**src/boot_loader_defines.vh**
```
`ifndef BOOT_LOADER_DEFINES_VH
`define BOOT_LOADER_DEFINES_VH

// boot source codes, two-pin form
`define SRC_SPI_SLAVE       2'h0
`define SRC_SPI_MASTER      2'h1
`define SRC_PAR_PROM        2'h2
`define SRC_NO_BOOT         2'h3
// three-pin codes, link port on wide variant
`define WSRC_SPI_SLAVE      3'h0
`define WSRC_SPI_MASTER     3'h1
`define WSRC_PAR_PROM       3'h2
`define WSRC_NO_BOOT        3'h3
`define WSRC_LINK           3'h4
// boot source encoding on the outputs
`define BSRC_SPI_SLAVE      3'h0
`define BSRC_SPI_MASTER     3'h1
`define BSRC_PAR_PROM       3'h2
`define BSRC_NO_BOOT        3'h3
`define BSRC_LINK           3'h4
`define BSRC_INVALID        3'h7
// kernel transfer counts
`define CNT_32BIT_WORDS     9'h180
`define CNT_48BIT_WORDS     9'h100
`define CNT_ZERO            9'h000
`define CNT_ONE             9'h001
// word widths
`define WORD_W_32           6'h20
`define WORD_W_48           6'h30
// variants
`define VAR_A               2'h0
`define VAR_B               2'h1
`define VAR_C               2'h2
// kernel base and reset vector per variant
`define KBASE_A             20'h80000
`define KBASE_B             20'h90000
`define KBASE_C             20'h8C000
`define RVEC_A              20'h80004
`define RVEC_B              20'h90004
`define RVEC_C              20'h8C004
`define KERNEL_LAST_OFS     20'h000FF
// spi master address lengths
`define SPI_ADDR_NONE       2'h0
`define SPI_ADDR_16         2'h1
`define SPI_ADDR_24         2'h2
// processor id
`define PROC_ID_W           3
`define PROC_ID_ZERO        3'h0
// settle count before the pins are taken
`define SETTLE_ZERO         2'h0
`define SETTLE_STEP         2'h1
`define SETTLE_LAST         2'h2

`endif

```
**src/power_up_boot_loader.v**
```verilog
`timescale 1ns/10ps
`include "boot_loader_defines.vh"

module power_up_boot_loader #(
	parameter [1:0] VARIANT  = `VAR_A,
	parameter       WIDE_CFG = 0,
	parameter       HAS_LINK = 0,
	parameter       HAS_ROM  = 1,
	parameter       MULTI_ID = 0
) (
	// clock and reset
	input  wire        mclk_i,
	input  wire        rst_i,
	// boot configuration pins
	input  wire [1:0]  boot_select_pins_i,
	input  wire [2:0]  boot_select_pins_wide_i,
	input  wire [1:0]  spi_addr_len_i,
	input  wire [2:0]  proc_id_i,
	// boot dma word stream
	input  wire        dma_word_valid_i,
	output reg         dma_word_ready_o,
	// kernel progress
	input  wire        kernel_done_i,
	input  wire        app_overwrite_done_i,
	input  wire [2:0]  stream_proc_id_i,
	input  wire        stream_id_valid_i,
	// status and control outputs
	output reg  [2:0]  boot_source_o,
	output reg         dma_start_o,
	output reg  [8:0]  dma_count_o,
	output reg  [5:0]  dma_word_width_o,
	output reg  [19:0] kernel_base_o,
	output reg  [19:0] kernel_last_o,
	output reg  [19:0] reset_vector_o,
	output reg         kernel_run_o,
	output reg         app_run_o,
	output reg         rom_run_o,
	output reg         vector_table_internal_o,
	output reg         peripheral_pin_routing_o,
	output reg  [1:0]  spi_addr_mode_o,
	output reg         id_match_o,
	output reg         boot_error_o
);

	localparam [5:0] ST_SAMPLE = 6'h01;
	localparam [5:0] ST_DECODE = 6'h02;
	localparam [5:0] ST_DMA    = 6'h04;
	localparam [5:0] ST_KERNEL = 6'h08;
	localparam [5:0] ST_APP    = 6'h10;
	localparam [5:0] ST_ROM    = 6'h20;

	// two-stage synchronisers for pins
	reg  [1:0]  sel_s1_r;
	reg  [1:0]  sel_s2_r;
	reg  [2:0]  wsel_s1_r;
	reg  [2:0]  wsel_s2_r;
	reg  [1:0]  alen_s1_r;
	reg  [1:0]  alen_s2_r;
	reg  [2:0]  pid_s1_r;
	reg  [2:0]  pid_s2_r;

	reg  [5:0]  state_r;
	reg  [5:0]  state_nxt;
	reg  [1:0]  settle_r;
	reg  [2:0]  src_r;
	reg  [2:0]  own_id_r;
	reg  [8:0]  remain_r;

	function [2:0] decode_src;
		input [1:0] narrow;
		input [2:0] wide;
		begin
			if (WIDE_CFG != 0) begin
				case (wide)
					`WSRC_SPI_SLAVE:  decode_src = `BSRC_SPI_SLAVE;
					`WSRC_SPI_MASTER: decode_src = `BSRC_SPI_MASTER;
					`WSRC_PAR_PROM:   decode_src = `BSRC_PAR_PROM;
					`WSRC_NO_BOOT:    decode_src = (HAS_ROM != 0) ? `BSRC_NO_BOOT : `BSRC_INVALID;
					`WSRC_LINK:       decode_src = (HAS_LINK != 0) ? `BSRC_LINK : `BSRC_INVALID;
					default:          decode_src = `BSRC_INVALID;
				endcase
			end else begin
				case (narrow)
					`SRC_SPI_SLAVE:  decode_src = `BSRC_SPI_SLAVE;
					`SRC_SPI_MASTER: decode_src = `BSRC_SPI_MASTER;
					`SRC_PAR_PROM:   decode_src = `BSRC_PAR_PROM;
					default:         decode_src = (HAS_ROM != 0) ? `BSRC_NO_BOOT : `BSRC_INVALID;
				endcase
			end
		end
	endfunction

	function [19:0] variant_base;
		input [1:0] v;
		begin
			case (v)
				`VAR_B:  variant_base = `KBASE_B;
				`VAR_C:  variant_base = `KBASE_C;
				default: variant_base = `KBASE_A;
			endcase
		end
	endfunction

	function [19:0] variant_vector;
		input [1:0] v;
		begin
			case (v)
				`VAR_B:  variant_vector = `RVEC_B;
				`VAR_C:  variant_vector = `RVEC_C;
				default: variant_vector = `RVEC_A;
			endcase
		end
	endfunction

	function [19:0] variant_last;
		input [1:0]  v;
		reg   [20:0] sum;
		begin
			sum          = {1'h0, variant_base(v)} + {1'h0, `KERNEL_LAST_OFS};
			variant_last = sum[19:0];
		end
	endfunction

	function needs_dma;
		input [2:0] src;
		begin
			needs_dma = (src != `BSRC_NO_BOOT) && (src != `BSRC_INVALID);
		end
	endfunction

	// pin synchronisers
	always @(posedge mclk_i) begin
		sel_s1_r  <= boot_select_pins_i;
		sel_s2_r  <= sel_s1_r;
		wsel_s1_r <= boot_select_pins_wide_i;
		wsel_s2_r <= wsel_s1_r;
		alen_s1_r <= spi_addr_len_i;
		alen_s2_r <= alen_s1_r;
		pid_s1_r  <= proc_id_i;
		pid_s2_r  <= pid_s1_r;
	end

	// sequencer next state
	always @* begin
		state_nxt = state_r;
		case (state_r)
			ST_SAMPLE: begin
				if (settle_r == `SETTLE_LAST)
					state_nxt = ST_DECODE;
			end
			ST_DECODE: begin
				if (src_r == `BSRC_NO_BOOT)
					state_nxt = ST_ROM;
				else if (needs_dma(src_r))
					state_nxt = ST_DMA;
			end
			ST_DMA: begin
				if (dma_word_valid_i && (remain_r == `CNT_ONE))
					state_nxt = ST_KERNEL;
			end
			ST_KERNEL: begin
				if (kernel_done_i && app_overwrite_done_i)
					state_nxt = ST_APP;
			end
			ST_APP:  state_nxt = ST_APP;
			ST_ROM:  state_nxt = ST_ROM;
			default: state_nxt = ST_SAMPLE;
		endcase
	end

	// sequencer state register
	always @(posedge mclk_i) begin
		if (rst_i)
			state_r <= ST_SAMPLE;
		else
			state_r <= state_nxt;
	end

	// settle count after reset release
	always @(posedge mclk_i) begin
		if (rst_i)
			settle_r <= `SETTLE_ZERO;
		else if (state_r == ST_SAMPLE)
			settle_r <= settle_r + `SETTLE_STEP;
	end

	// one-time capture of the synchronised pins
	always @(posedge mclk_i) begin
		if (rst_i) begin
			src_r           <= `BSRC_INVALID;
			own_id_r        <= `PROC_ID_ZERO;
			spi_addr_mode_o <= `SPI_ADDR_NONE;
		end else if (state_r == ST_SAMPLE && settle_r == `SETTLE_LAST) begin
			// caught once after release, held until next reset
			src_r           <= decode_src(sel_s2_r, wsel_s2_r);
			own_id_r        <= pid_s2_r;
			spi_addr_mode_o <= alen_s2_r;
		end
	end

	// boot source report and error flag
	always @(posedge mclk_i) begin
		if (rst_i) begin
			boot_source_o <= `BSRC_INVALID;
			boot_error_o  <= 1'h0;
		end else if (state_r == ST_DECODE) begin
			boot_source_o <= src_r;
			boot_error_o  <= (src_r == `BSRC_INVALID);
		end
	end

	// kernel dma set-up and word count
	always @(posedge mclk_i) begin
		if (rst_i) begin
			dma_start_o      <= 1'h0;
			dma_word_ready_o <= 1'h0;
			dma_count_o      <= `CNT_ZERO;
			dma_word_width_o <= `WORD_W_32;
			remain_r         <= `CNT_ZERO;
		end else begin
			dma_start_o <= 1'h0;
			if (state_r == ST_DECODE && needs_dma(src_r)) begin
				dma_start_o      <= 1'h1;
				dma_word_ready_o <= 1'h1;
				if (src_r == `BSRC_PAR_PROM) begin
					remain_r         <= `CNT_48BIT_WORDS;
					dma_count_o      <= `CNT_48BIT_WORDS;
					dma_word_width_o <= `WORD_W_48;
				end else begin
					remain_r         <= `CNT_32BIT_WORDS;
					dma_count_o      <= `CNT_32BIT_WORDS;
					dma_word_width_o <= `WORD_W_32;
				end
			end
			if (state_r == ST_DMA && dma_word_valid_i) begin
				remain_r <= remain_r - `CNT_ONE;
				if (remain_r == `CNT_ONE)
					dma_word_ready_o <= 1'h0;
			end
		end
	end

	// kernel, application and rom run flags
	always @(posedge mclk_i) begin
		if (rst_i) begin
			kernel_run_o <= 1'h0;
			app_run_o    <= 1'h0;
			rom_run_o    <= 1'h0;
		end else begin
			if (state_r == ST_DMA && dma_word_valid_i && remain_r == `CNT_ONE)
				kernel_run_o <= 1'h1;
			if (state_r == ST_KERNEL && kernel_done_i && app_overwrite_done_i) begin
				kernel_run_o <= 1'h0;
				app_run_o    <= 1'h1;
			end
			if (state_r == ST_DECODE && src_r == `BSRC_NO_BOOT)
				rom_run_o <= 1'h1;
		end
	end

	// processor id match for shared prom streams
	always @(posedge mclk_i) begin
		if (rst_i)
			id_match_o <= 1'h0;
		else if (state_r == ST_KERNEL && stream_id_valid_i && (MULTI_ID != 0)
				&& (src_r == `BSRC_PAR_PROM))
			id_match_o <= (stream_proc_id_i == own_id_r);
	end

	// fixed kernel range and reset vector
	always @(posedge mclk_i) begin
		if (rst_i) begin
			kernel_base_o  <= variant_base(VARIANT);
			kernel_last_o  <= variant_last(VARIANT);
			reset_vector_o <= variant_vector(VARIANT);
		end else begin
			kernel_base_o  <= variant_base(VARIANT);
			kernel_last_o  <= variant_last(VARIANT);
			reset_vector_o <= variant_vector(VARIANT);
		end
	end

	// vector table placement and boot pin routing
	always @(posedge mclk_i) begin
		if (rst_i) begin
			vector_table_internal_o  <= 1'h1;
			peripheral_pin_routing_o <= 1'h1;
		end else begin
			vector_table_internal_o  <= 1'h1;
			peripheral_pin_routing_o <= 1'h1;
		end
	end

endmodule // power_up_boot_loader

```
**config.mk**
```make
export PLATFORM = sky130hd
export DESIGN_NAME = power_up_boot_loader
export DESIGN_NICKNAME = d
export VERILOG_FILES = /design/src/power_up_boot_loader.v
export VERILOG_INCLUDE_DIRS = /design/src /design/src/src
export SDC_FILE = /design/constraint.sdc
export NUM_CORES = 1
export LEC_CHECK = 0
export ABC_AREA = 1
export ABC_CLOCK_PERIOD_IN_PS = 3950
export BUFFER_PORTS_ARGS = -buffer_cell sky130_fd_sc_hd__buf_2
export CORE_ASPECT_RATIO = 0.8
export CORE_MARGIN = 4
export CORE_UTILIZATION = 40
export DETAILED_ROUTE_END_ITERATION = 10
export GPL_ROUTABILITY_DRIVEN = 0
export GPL_TIMING_DRIVEN = 1
export PLACE_DENSITY = 0.71
export RECOVER_POWER = 25
export SYNTH_ARGS = -nofsm -noshare
export SYNTH_HDL_FRONTEND = slang
export SYNTH_SLANG_ARGS = --single-unit
```
**constraint.sdc**
```tcl
create_clock -name mclk_i -period 3.95 [get_ports mclk_i]
set_input_delay 0.395 -clock mclk_i [delete_from_list [all_inputs] [get_ports mclk_i]]
set_output_delay 0.395 -clock mclk_i [all_outputs]
set_load 0.005 [all_outputs]
```
Yosys cells after proc, flatten, opt, wreduce, memory -nomap -nowiden
Index checks and enable logic that the tools add are counted.

storage, ports and cells
  bits in registers = 54
  input port bits = 19
  output and inout bits = 89
  word-level logic and storage cells = 68

operators by class
  add/sub/neg operators = 2
  eq/ne operators = 19
  mux-type cells = 15
  reductions and logical operators = 14

operators with widths
  kind                                                 count
  case mux 6 bit (6 select lines)                      1
  2-to-1 mux 6 bit                                     5
  2-to-1 mux 9 bit                                     2
  logical AND 1 bit                                    10
  equality test 9 x 1 -> 1 bit, second input constant  1
  subtractor 9 x 1 -> 9 bit, second input constant     1
  2-to-1 mux 8 bit                                     1
  equality test 3 x 2 -> 1 bit, second input constant  2
  equality test 6 x 1 -> 1 bit, second input constant  1
  equality test 6 x 2 -> 1 bit, second input constant  1
  equality test 6 x 3 -> 1 bit, second input constant  1
  equality test 6 x 4 -> 1 bit, second input constant  1
  equality test 6 x 5 -> 1 bit, second input constant  1
  equality test 6 bit, second input constant           1
  != test 2 bit, second input constant                 3
  != test 3 x 2 -> 1 bit, second input constant        2
  case mux 2 bit (3 select lines)                      1
  2-to-1 mux 5 bit                                     1
  equality test 2 bit, second input constant           2
  2-to-1 mux 1 bit                                     4
  AND reduction 4 bit                                  1
  equality test 3 bit, second input constant           1
  != test 3 bit, second input constant                 1
  adder 2 x 1 -> 2 bit, second input constant          1
  4 further kinds                                      4

Logic depth before layout (Yosys ltp)
Gate-level depths: netlist of run 1.

  depth in word-level cells = 6
  mapped depth = 10
  depth with buffers taken out = 10

Worst setup path before layout of run 1
OpenSTA, ideal clock, no wires.

  path type = register to register
  from = reg state_r[5]
  to = reg remain_r[6]
  setup time = 116 ps
  data arrival time = 1167 ps
  data required time = 3834 ps
  path slack = 2667 ps
  stages on the path, launching flop included = 8
  buffers on the path = 0
  period minus slack after synthesis = 1283 ps
  path through = dfxtp_1 nor2_4 nand2_4 nor2_4 nand2_4 or2_0 o21ai_0 nor2_1

on the way
  word-level cells in the longest chain between the ends = 3
  elaborated cells on any way between the ends = 6
  classes of those cells = 2 x eq/ne; 1 x mux; 3 x reduce/logical

RTL lines
  element                                                                              RTL line                                                RTL
  start, declared                                                                      power_up_boot_loader.v:62                               reg [5:0] state_r;
  start signal, assigned                                                               power_up_boot_loader.v:176                              state_r <= state_nxt;
  equality test 6 x 3 -> 1 bit / equality test 6 x 2 -> 1 bit (equally long branches)  n/a
  logical AND 1 bit (on tied branches)                                                 power_up_boot_loader.v:235, power_up_boot_loader.v:222
  2-to-1 mux 9 bit / nonzero test 2 bit (equally long branches)                        n/a
  end signal, assigned                                                                 power_up_boot_loader.v:226                              remain_r <= `CNT_48BIT_WORDS;
  end signal, assigned                                                                 power_up_boot_loader.v:230                              remain_r <= `CNT_32BIT_WORDS;
  end signal, assigned                                                                 power_up_boot_loader.v:236                              remain_r <= remain_r - `CNT_ONE;
  end, declared                                                                        power_up_boot_loader.v:67                               reg [8:0] remain_r;

Parallel ways exist; a longest one is shown, timed or not.
A chain may end at the register's enable or synchronous reset.

Worst setup path after layout of run 1
  from = reg state_r[2]
  to = reg spi_addr_mode_o[0]

on the way
  word-level cells in the longest chain between the ends = 2

RTL lines
  element                             RTL line                    RTL
  equality test 6 x 1 -> 1 bit        power_up_boot_loader.v:193  end else if (state_r == ST_SAMPLE && settle_r == `SETTLE_LAST) begin
  logical AND 1 bit (no source line)  n/a
  end signal, assigned                power_up_boot_loader.v:192  spi_addr_mode_o <= `SPI_ADDR_NONE;
  end signal, assigned                power_up_boot_loader.v:197  spi_addr_mode_o <= alen_s2_r;
  end, declared                       power_up_boot_loader.v:40   output reg [1:0] spi_addr_mode_o,

No other way between the ends.

==> impl.org, run 1 <==
** Yosys
- Of the total synthesized cell area, the portion taken by AND, OR, NAND and NOR gates is 18.7%.
- Largest area contributor in the netlist :: dfxtp_1
- Gate count after technology mapping :: 281
- Summing the sequential cell areas from Yosys gives 37.9% of the chip area.
- Netlist area before placement :: 2220 µm²
- Yosys printed 0 warnings.
- Ranked by total cell area, the synthesized netlist is headed by dfxtp_1 (38%), buf_4 (25%), inv_1 (4.6%), nor2_1 (4.6%), a21oi_1 (4.5%).
- After synthesis, the largest area contributor takes up 37.9% of total cell area.
- Avg Cell Area, Syn :: 7.89 µm²
- Compound-cell area share of the yosys netlist :: 10.7%
- Main combinational cell family by area after synthesis :: buffers and inverters
- After Yosys synthesis, XOR and XNOR cells account for 0% of the synthesized area.
- In this run, distinct cell masters in the synthesized netlist total 26.
- In this run, synthesis produced a sequential element count of 42.
- Multiplexer area fraction after synthesis :: 0%
- After Yosys synthesis, full adders, half adders and majority gates account for 1.69% of the synthesized area.

** CTS
- CTS placed an instance of clkbuf_8 at the clock tree root.
- After clock tree synthesis, the clock-pin slew on the worst setup and hold paths is 0.08 ns.
- Buffers added to address setup during post-CTS repair amount to 0.
- TritonCTS built the clock tree.
- Counting every sink on the clock net gives 42.
- The clock reaches the later pin of the worst-skew pair after 0.29 ns.
- The H-tree generated during clock tree synthesis spans 2 levels.
- No sink is reached through more buffers than the 2 on the longest clock path.
- Counting the buffers created by CTS gives 5.
- The number of gates resized after CTS was 0.
- Hold-fix buffer count after cts :: 0

** Global routing
- Pin count of the biggest net entering global routing :: 19
- Total gr overflow :: 0
- The via count of the first global-routing pass came to 1262.
- GRT Resource Usage Total :: 11.0%
- Initial antenna violation count :: 0
- The first global-routing pass estimated 5950 µm of wire.

** Floorplan
- The core region is 5180 µm².
- The die covers 6810 µm².
- The die is 91.3 µm wide.
- Pin placement for this block handled 108 I/O pins.
- Initial core utilization :: 42.8%
- Measured along the y axis, the die boundary spans 74.6 µm.
- Number of rows created at floorplan :: 23

** Routing
- Detailed-route via count :: 1543
- WL final :: 3770 µm
- Via density per instance :: 4.19
- First-pass iteration count of the detailed router :: 4
- In the final routed layout, each cell accounts on average for 10.2 µm.
- In this run, the number of DRC markers left after iteration 0 of detailed routing was 65.
- Antenna-violating nets left :: 0
- Residual DRC count :: 0

** Final layout
- The final layout contains 327 nets.
- Relative to the synthesized area, the layout overhead comes to -0.959%.
- Ratio of cells with drive above 1 in the final layout :: 12.4%
- The number of antenna diodes in the final layout is 0.

** Worst setup path
- Reg-to-reg critical path startpoint :: state_r[2]$_SDFFE_PP0P_
- In this design, the stage delay of the slowest critical-path cell is 0.37 ns.
- Worst reg-to-reg setup slack :: 2.48 ns
- The worst setup path is captured at a register.
- The slowest stage of the critical path belongs to the cell nor2_1.
- For the worst setup path, the data required time is 4.13 ns.
- Largest driver fanout on the critical path :: 8
- STA puts the critical path data arrival time at 1.65 ns.
- WS Path Type :: reg2reg
- The worst register-to-register path has a depth of 6.
- Walking the worst path, the cells encountered are nor2_2 -> nand3_1 -> nor2_1 -> inv_1 -> nor2_1 -> nor2_1.
- Most frequent CP cell :: nor2_1
- Sort of element at the start of the critical path :: register
- Critical R2R Capture :: spi_addr_mode_o[0]$_SDFFE_PP0P_

** Placed design
- Number of buffers added on ports :: 22
- Detailed-placement wirelength estimate :: 2940 µm
- At the placement stage, the worst setup path has a slack of 2.48 ns.

** STA
- Setup repair after global routing left no endpoint under its margin.
- Maximum clock frequency :: 681 MHz
- The number of hold-slack violations in the final timing report came to 0.
- Fin crit period :: 1.47 ns
- Across all setup checks in the final design, the least slack found is 2.48 ns.
- Part of the cycle the worst path needs :: 37.2%
- Between clock sinks in the finished design, the worst skew comes to 0.00639 ns.
- Setup_tns :: 0 ns
- Final setup vio count :: 0
- The final number of max-transition violations was 0.

** Pwr
- Worst vdd ir :: 0.000242 V
- Cell internal power was estimated by the tool at 685 µW.
- Switching part of the total :: 32.2%
- In this run the static leakage power is 1.12 nW.
- Of the total power, the clock network draws 28.2%.
- Of the total power, registers draw 49.6%.
- Combinational logic is responsible for 22.2% of the overall power.
- Net load switching power :: 325 µW
- Power Density :: 460 nW/µm²

** Min path
- Worst min-delay path endpoint :: alen_s1_r[0]$_DFF_P_
- Hold Path Depth :: 1
- The min-delay analysis places its worst path in the category in2reg.
- The startpoint identified for the worst hold timing path is spi_addr_len_i[0].

** Status
- Run status :: completed

** Job
- Across the run, the number of max-cap violations was 0.
==> power by group through the flow <==
stage / Clock (mW) / Combinational, mW / Sequential (mW)
finish: 0.285 / 0.224 / 0.500
global route: 0.316 / 0.267 / 0.506
CTS: 0.298 / 0.226 / 0.501
detailed placement: 0 / 0.225 / 0.510
global placement: 0 / 0.218 / 0.509
floorplan: 0 / 0.224 / 0.507
==> worst max-delay path by stage <==
stage                                  from                         endpoint  slack (ns)  cells after the start
detailed placement  state_r[5]$_SDFFE_PP0P_  spi_addr_mode_o[0]$_SDFFE_PP0P_        2.48                      6
CTS                 state_r[5]$_SDFFE_PP0P_  spi_addr_mode_o[0]$_SDFFE_PP0P_        2.46                      6
global placement                      rst_i         remain_r[5]$_SDFFE_PP0P_        2.51                      4
global route        state_r[5]$_SDFFE_PP0P_  spi_addr_mode_o[1]$_SDFFE_PP0P_        2.22                      6
floorplan           state_r[5]$_SDFFE_PP0P_         remain_r[6]$_SDFFE_PP0P_        2.67                      7
finish              state_r[2]$_SDFFE_PP0P_  spi_addr_mode_o[0]$_SDFFE_PP0P_        2.48                      6
==> synthesized netlist by cell type <==
library cell and count:
buf_4 75, dfxtp_1 42, inv_1 27, nor2_1 27, nand2_1 23, a21oi_1 20
o21ai_0 18, nand3_1 12, nor3_1 6, nand4_1 5, nor2_4 4, ha_1 3
nand2_4 3, clkbuf_1 2, conb_1 2, o21a_1 2, buf_2 1, inv_2 1
nor2_2 1, nor3b_1 1, o2111ai_1 1, o211a_1 1, o211ai_1 1, o22ai_1 1
or2_0 1, or2_2 1
==> area by class of cell <==
type                       instances  area [µm²]
inverter                          28         105
sequential                        42         841
tap                               62        77.6
timing repair buffer              22         108
clock buffer                       6        82.6
fill                             542        2980
multi-input combinational        206         971
clock inverter                     2        12.5
==> critical path, delay by kind of cell, from the launching register on <==
| kind | cells | cell delay (ns) |
|---|---|---|
| buffers and inverters | 1 | 0.11 |
| flip-flops | 1 | 0.33 |
| AND/OR/NAND/NOR | 5 | 0.93 |
==> cells in the final DEF (no fill, tap or decap), types with 12 or more instances in the layout <==
master / count
nor2_1: 27
nand3_1: 12
nand2_1: 23
buf_2: 20
o21ai_0: 18
inv_1: 27
a21oi_1: 20
conb_1: 75
dfxtp_1: 42
==> metal layers <==
layer / vias up / global-route usage (%) / routed length (µm)
li1: 792 / - / -
met1: 672 / 16.3 / 1830
met2: 72 / 14.7 / 1490
met3: 7 / 4.00 / 407
met4: 0 / 3.51 / 38
met5: - / 0 / 0
==> registers in the layout, summed over array words and instances, names as in the netlist, 3 cells and up <==
signal	count
remain_r	9
state_r	6
boot_source_o	3
src_r	3
==> through the flow <==
stage	instance area [µm²]	cells	total power, mW	util, %	hold slack [ns]
2_1_floorplan	2490	354	0.731	-	0.310
6_report	2200	368	1.01	42.4	0.202
3_5_place_dp	2100	360	0.735	40.6	0.312
4_1_cts	2200	368	1.02	42.5	0.191
5_1_grt	2200	368	1.09	42.4	0.185
3_3_place_gp	2100	360	0.728	40.6	0.311
==> kinds of logic (layout without fill, tap and decap cells) <==
family,Yosys count,count (layout)
other,2,75
adders and majority gates,3,3
buffers and inverters,106,58
and+or+nand+nor,84,84
AOI/OAI and AO/OA,44,44
DFF,42,42
(Power assumes the default switching activity.)
==> run 2, diff against run 1 <==
--- a/config.mk
+++ b/config.mk
@@ -7,7 +7,7 @@
 export NUM_CORES = 1
 export LEC_CHECK = 0
 export ABC_AREA = 1
-export ABC_CLOCK_PERIOD_IN_PS = 3950
+export ABC_CLOCK_PERIOD_IN_PS = 1300
 export BUFFER_PORTS_ARGS = -buffer_cell sky130_fd_sc_hd__buf_2
 export CORE_ASPECT_RATIO = 0.8
 export CORE_MARGIN = 4
@@ -15,7 +15,7 @@
 export DETAILED_ROUTE_END_ITERATION = 10
 export GPL_ROUTABILITY_DRIVEN = 0
 export GPL_TIMING_DRIVEN = 1
-export PLACE_DENSITY = 0.71
+export PLACE_DENSITY = 0.74
 export RECOVER_POWER = 25
 export SYNTH_ARGS = -nofsm -noshare
 export SYNTH_HDL_FRONTEND = slang
==> constraint.sdc (replaced) <==
create_clock -name mclk_i -period 1.3 [get_ports mclk_i]
set_input_delay 0.13 -clock mclk_i [delete_from_list [all_inputs] [get_ports mclk_i]]
set_output_delay 0.13 -clock mclk_i [all_outputs]
set_load 0.005 [all_outputs]
==> run 2 against run 1 <==
  * The run now ends with negative setup slack left
  * Design area grew 18%
  * Clock skew shrank 0.0026 ns
  * Highest routed layer unchanged
  * Clock power grew to 3.0 times the previous value
  * Critical path depth grew 2
  * Sequential share of layout area shrank 5.5 points
==> impl.org, run 2 (synthesis gave the netlist of run 1 again) <==
** Status
- The run finished, with violations left.
- Failing checks :: negative setup slack

** STA
- Worst hold slack :: 0.191 ns (-0.0104 ns)
- The final setup violation count was 9 (+9).
- Setup repair after global routing missed its margin :: yes
- The final number of max-transition violations came to 0 (unchanged).
- Fin crit period :: 1.37 ns (-0.100 ns)
- The minimum setup slack in the final design was -0.0689 ns (-2.55 ns).
- Count of final hold-check violations :: 0 (unchanged)
- Post-route clock skew :: 0.00376 ns (-0.00262 ns)
- Setup_tns :: -0.239 ns (-0.239 ns)
- Part of the cycle the worst path needs :: 105% (+68 points)
- The fmax was 731 MHz (+7.3%).

** Global routing
- Pin count of the biggest net entering global routing :: 18 (-1)
- Global-route wire length before repair :: 6540 µm (+10%)
- Initial antenna violation count :: 0 (unchanged)
- GRT Resource Usage Total :: 12.1% (+1.1 points)
- The via count of the first global-routing pass is 1511 (+20%).
- The leftover overflow at the end of global routing is 0 (unchanged).

** Min path
- Classification of the worst-slack hold path :: in2reg

** Routing
- The wire length on met1 was 2010 µm (+9.7%).
- The average detailed-routed wire length per instance was 11.1 µm (+8.7%).
- First-pass iteration count of the detailed router :: 6 (+2)
- The initial DRC count was 39 (-40%).
- The detailed-route via count was 1720 (+11%).
- Met2 wire length :: 2020 µm (+36%)
- Top layer in use :: met4
- Via density per instance :: 4.29 (+2.3%)
- The post-route DRC violation count is 0 (unchanged).
- DR WL met3 :: 355 µm (-13%)
- WL final :: 4460 µm (+18%)
- Antenna-violating nets left :: 0 (unchanged)

** CTS
- The H-tree depth came to 2 (unchanged).
- The clock insertion delay at the later pin of the skew report is 0.30 ns (about the same).
- Number of buffers added by the clock tree synthesis step :: 5 (unchanged)
- Clock Tree Root :: clkbuf_8
- TritonCTS built the clock tree.
- The clock transition at the registers of the reported paths came to 0.08 ns (about the same).
- Clock Path Buffers :: 2 (unchanged)
- TritonCTS Sinks :: 42 (unchanged)

** Final layout
- The area growth from synthesis to layout is 17.1%.
- In the layout the commonest cells are conb_1 (75), dfxtp_1 (36), buf_4 (27), inv_1 (23), buf_2 (22).
- The number of flip-flops under the largest register name is 9 (unchanged).
- Total of fill cells in the finished design :: 494 (-8.9%)
- Non-filler instance count after layout :: 401 (+9.0%)
- In the final layout, the registers with the most flip-flops are remain_r (9), state_r (6).
- Net total in the final layout :: 360 (+10%)
- The library cell used most frequently in the layout, excluding fill and tap cells, is conb_1.
- Ratio of cells with drive above 1 in the final layout :: 31.3% (+19 points)
- Area taken by flip-flops and latches :: 851 µm² (+1.2%)
- The multi-input combinational cell area is 1100 µm² (+13%).
- The cell area after layout is 2600 µm² (+18%).
- More flip-flops sit in one register than any other, and that register is remain_r.
- Post-layout utilization of the core :: 50.1% (+7.7 points)
- # diodes :: 0 (unchanged)

** Worst setup path
- The total buffers and inverters traversed by the critical path came to 1 (unchanged).
- The critical path data required time was 1.53 ns (-2.60 ns).
- The worst stage delay on the critical path was 0.34 ns (-0.03 ns).
- The critical path is of the reg2reg type.
- Walking the worst path, the cells encountered are nor2_4 -> nand2_4 -> nor2_4 -> nand2_4 -> buf_6 -> nor2_4 -> nor2_2 -> nor3_2.
- The maximum fanout encountered on the critical timing path was 5 (-3).
- In this design, the critical path's most frequently occurring cell is nor2_4.
- Sort of element at the start of the critical path :: register
- Largest delay contributor family on the critical path :: simple AND/OR/NAND/NOR gates
- The data arrival at the endpoint of the critical path is 1.60 ns (-0.05 ns).
- Element type at the critical path end :: register
- Slowest stage cell on the critical path :: dfxtp_2

** Floorplan
- The placeable core area came to 5180 µm² (unchanged).
- The die outline height was 74.6 µm (unchanged).
- The row count came to 23 (unchanged).
- The area of the die is 6810 µm² (unchanged).
- The initial cell density of the core came to 42.8% (unchanged).
- X dimension of the die :: 91.3 µm (unchanged)
- Num ports :: 108 (unchanged)

** Placed design
- The cell area after placement was 2270 µm² (+7.8%).
- Number of buffers added on ports :: 22 (unchanged)
- The worst setup slack before clock tree synthesis is -0.0680 ns (-2.55 ns).
- The total placed cells including tap cells was 382 (+6.1%).
- The half-perimeter wire length after placement is 3180 µm (+8.2%).

** Pwr
- The reported leakage power was 1.30 nW (+17%).
- Power Density :: 1290 nW/µm² (+180%)
- The maximum ir drop on the vdd rail came to 0.000848 V (+250%).
- PnR Total Power :: 3.34 mW (+230%)

** Job
- The count of max-cap constraint violations was 0 (unchanged).
## run 2: changes by cell type in the layout (fill, tap and decap cells not counted), moves of 5 or more
cell / before / now
dfxtp_2: 0 / 5
nor2_1: 27 / 20
buf_4: 0 / 27
dfxtp_1: 42 / 36
nand3_2: 0 / 5
nand3_1: 12 / 7
## run 2: worst register-to-register path: cells and delay by family, from the launching register on
kind	cells	cell delay, ns
AND/OR/NAND/NOR	7	0.82
buffers and inverters	1	0.14
flip-flops	1	0.34
## run 2: cell type report
cell class	count	area share [%]
sequential	42	32.8
multi-input combinational	206	42.2
inverter	28	4.14
clock buffer	5	2.65
clock inverter	3	0.819
tap	62	2.99
timing repair buffer	55	14.5
## run 2: power breakdown
part           switching, mW  internal [mW]
clock                  0.472          0.377
combinational          0.567          0.395
sequential            0.0930           1.43
## run 2: path summary, 6_finish.rpt
| check | startpoint | to | slack, ns | cells after the start |
|---|---|---|---|---|
| setup / recovery | state_r[5]$_SDFFE_PP0P_ | remain_r[5]$_SDFFE_PP0P_ | -0.07 | 8 |
| hold / removal | dma_word_valid_i | remain_r[4]$_SDFFE_PP0P_ | 0.19 | 3 |
| setup reg to reg | state_r[5]$_SDFFE_PP0P_ | remain_r[5]$_SDFFE_PP0P_ | -0.07 | 8 |
| hold reg to reg | alen_s1_r[0]$_DFF_P_ | alen_s2_r[0]$_DFF_P_ | 0.33 | 0 |
## run 2: repair_timing
| action | 4_1_cts | 5_1_grt |
|---|---|---|
| gates cloned | 0 | 0 |
| setup buffers | 1 | 6 |
| endpoints found under the hold margin | 4 | 0 |
| hold buffers | 4 | 0 |
| resized for setup | 13 | 37 |
| setup endpoints to repair | 11 | 30 |
| pin swaps | 8 | 16 |
## run 2: routing by layer
metal	GRT usage, %	up-vias
li1	-	869
met4	6.02	0
met2	18.4	70
met5	0	-
met1	15.8	774
met3	4.00	7
==> run 3, diff against run 2 <==
--- a/config.mk
+++ b/config.mk
@@ -15,7 +15,7 @@
 export DETAILED_ROUTE_END_ITERATION = 10
 export GPL_ROUTABILITY_DRIVEN = 0
 export GPL_TIMING_DRIVEN = 1
-export PLACE_DENSITY = 0.74
+export PLACE_DENSITY_LB_ADDON = 0.15
 export RECOVER_POWER = 25
 export SYNTH_ARGS = -nofsm -noshare
 export SYNTH_HDL_FRONTEND = slang
==> run 3 against run 2 <==
  * The flow now finishes without violations
  * Clock power grew 22%
  * Clock skew grew 0.0017 ns
  * Register-to-register slack gained 0.07 ns
  * Global-route usage shrank 0.082 points
  * Critical path depth shrank 1
  * Sequential share of layout area grew 1.2 points
  * First-iteration DRC count grew 28%
  * Wire length shrank 6.0%
  * Flip-flop and latch count is the same
  * Largest cell class unchanged
==> impl.org, run 3 (synthesis gave the netlist of run 1 again) <==
** Status
- Run status :: completed

** Floorplan
- The die outline height came to 74.6 µm (unchanged).
- The placeable core area was 5180 µm² (unchanged).
- Num ports :: 108 (unchanged)
- Die footprint :: 6810 µm² (unchanged)
- The row count came to 23 (unchanged).
- The overall die width was 91.3 µm (unchanged).
- Initial core utilization :: 42.8% (unchanged)

** Pwr
- Worst vdd ir :: 0.000841 V (-0.80%)
- The reported leakage power was 1.28 nW (-2.0%).
- Power Density :: 1350 nW/µm² (+5.2%)

** Routing
- The sum of routed wire length over all layers came to 4190 µm (-6.0%).
- Antenna-violating nets left :: 0 (unchanged)
- First-pass iteration count of the detailed router :: 4 (-2)
- The initial DRC count was 50 (+28%).
- DR WL met3 :: 288 µm (-19%)
- M1 wire length :: 2110 µm (+5.0%)
- Top layer in use :: met4
- Detailed-route via count :: 1633 (-5.1%)
- The post-route DRC violation count was 0 (unchanged).
- The detailed-routed wire length on met2 came to 1720 µm (-15%).
- Average detailed-routed wire length per instance :: 10.6 µm (-5.1%)
- The via density per instance came to 4.11 (-4.1%).

** Final layout
- Commonest cells after routing, fill and taps aside :: conb_1 (75), dfxtp_1 (37), inv_1 (25), buf_4 (24), nor2_1 (23)
- The fraction of final layout cells with drive strength greater than 1 is 24.5% (-6.8 points).
- The net count of the finished layout is 356 (-1.1%).
- # diodes :: 0 (unchanged)
- The final standard cell count with taps included and fillers excluded was 397 (-1.0%).
- Counting flops per register, the top entry is remain_r.
- The largest registers in the layout are remain_r (9), state_r (6).
- Area added between synthesis and finish :: 12.5%
- The number of flip-flops under the largest register name was 9 (unchanged).
- Leading cell type in the layout, fill and taps excluded :: conb_1
- Final cell area excluding filler cells :: 2500 µm² (-3.9%)

** STA
- The final number of max-transition violations came to 0 (unchanged).
- The time the worst path needs with I/O delays and setup was 1.30 ns (-0.0695 ns).
- The number of hold-slack violations in the final timing report came to 0 (unchanged).
- The final setup violation count was 0 (-9).
- Maximum clock frequency :: 770 MHz (+5.4%)
- Setup_tns :: 0 ns (+0.239 ns)
- The post-route clock period utilization came to 99.9% (-5.3 points).
- Setup repair after global routing could not meet its margin everywhere.
- The largest clock skew in the final design came to 0.00545 ns (+0.00169 ns).
- The worst hold slack across all endpoints is 0.193 ns (+0.00193 ns).

** Worst setup path
- The endpoint identified for the worst register-to-register timing path is remain_r[6]$_SDFFE_PP0P_.
- WS Path Type :: reg2reg
- Worst EP arrival :: 1.50 ns (-0.10 ns)
- Sort of element at the start of the critical path :: register
- Element type at the critical path end :: register
- Cell depth of the worst flop-to-flop path :: 7 (-1)
- Reg-to-reg critical path startpoint :: state_r[4]$_SDFFE_PP0P_
- The total buffers and inverters traversed by the critical path came to 0 (-1).
- The maximum fanout encountered on the critical timing path is 7 (+2).
- The critical path goes through nor2_4 -> nand2_4 -> nor2_4 -> nand2_4 -> or2_1 -> o21ai_1 -> nor2_1.
- Largest delay contributor family on the critical path :: simple AND/OR/NAND/NOR gates
- Worst reg-to-reg setup slack :: 0.0007 ns (+0.07 ns)
- The path length in cells of the critical path is 7 (-1).
- The worst stage delay on the critical path came to 0.34 ns (about the same).
- Required time of the critical path :: 1.50 ns (-0.03 ns)
- The slowest stage of the critical path is the dfxtp_2 cell.
- Worst setup path start :: state_r[4]$_SDFFE_PP0P_
- In this run the worst setup path terminates at remain_r[6]$_SDFFE_PP0P_.

** CTS
- TritonCTS built the clock tree.
- Number of buffers added by the clock tree synthesis step :: 5 (unchanged)
- The H-tree depth was 2 (unchanged).
- Clock Path Buffers :: 2 (unchanged)
- Clock input transition at the sequential cells of the worst setup and hold paths :: 0.08 ns (about the same)
- TritonCTS Sinks :: 42 (unchanged)
- Clock insertion delay at the later pin of the skew report :: 0.30 ns (about the same)
- Clock Tree Root :: clkbuf_8

** Placed design
- The total placed cells including tap cells was 384 (+0.52%).
- The half-perimeter wire length after placement was 3230 µm (+1.5%).
- The number of buffer cells added on primary ports came to 22 (unchanged).
- Post-DP Area :: 2280 µm² (+0.66%)

** Global routing
- Pin count of the biggest net entering global routing :: 18 (unchanged)
- The global-route wire length before repair came to 6410 µm (-2.0%).
- The overall track demand over capacity in global routing is 12.1% (-0.082 points).
- The number of antenna violations at the first check in global routing is 0 (unchanged).
- The leftover overflow at the end of global routing is 0 (unchanged).
- The via count of the first global-routing pass came to 1429 (-5.4%).

** Min path
- The number of stages on the worst hold path is 4 (+1).
- Classification of the worst-slack hold path :: in2reg

** Job
- The count of max-cap constraint violations came to 0 (unchanged).
## run 3: area by class of cell
class                      count  area, µm²
multi-input combinational    206       1010
clock buffer                   6       72.6
sequential                    42        847
clock inverter                 2       37.5
fill                         540       2680
timing repair buffer          51        342
tap                           62       77.6
inverter                      28        108
## run 3: worst reg2reg max path, stage by stage (launching register included)
cell and delay, ns:
dfxtp_2 0.34, nor2_4 0.15, nand2_4 0.07, nor2_4 0.15, nand2_4 0.10, or2_1 0.23
o21ai_1 0.12, nor2_1 0.05
## run 3: power breakdown
part / total (mW) / switching (mW) / internal (mW) / leakage, nW
clock: 1.04 / 0.464 / 0.573 / 0.0514
combinational: 0.818 / 0.505 / 0.313 / 0.882
sequential: 1.52 / 0.0860 / 1.44 / 0.346
## run 3: worst min-delay path by stage
stage,start,endpoint,slack [ns]
after floorplan,spi_addr_len_i[0],alen_s1_r[0]$_DFF_P_,0.16
after global routing,dma_word_valid_i,remain_r[4]$_SDFFE_PP0P_,0.23
after detailed placement,spi_addr_len_i[1],alen_s1_r[1]$_DFF_P_,0.23
after CTS,kernel_done_i,state_r[3]$_SDFFE_PP0P_,0.18
final,kernel_done_i,state_r[3]$_SDFFE_PP0P_,0.19
after global placement,boot_select_pins_i[1],sel_s1_r[1]$_DFF_P_,0.23
## run 3: timing repair
| action | CTS | global route |
|---|---|---|
| setup endpoints to repair | 6 | 24 |
| hold endpoints to repair | 4 | 0 |
| hold buffers | 4 | 0 |
| pin swaps | 3 | 2 |
| gates resized for setup | 8 | 16 |
| buffers inserted | 0 | 1 |
## run 3: per-layer routing
metal / GRT usage [%] / vias to the layer above
met3: 3.50 / 7
li1: - / 857
met5: 0 / -
met2: 17.8 / 60
met1: 16.3 / 709
met4: 6.02 / 0
## run 3: metrics by stage
step | setup WS (ns) | util (%) | total power [mW]
2_1_floorplan | 0.0168 | - | 2.22
3_3_place_gp | -0.0684 | 44.1 | 2.30
5_1_grt | -0.107 | 48.2 | 3.61
6_report | 0.000683 | 48.2 | 3.38
4_1_cts | -0.00321 | 47.3 | 3.39
3_5_place_dp | -0.0382 | 44.1 | 2.31
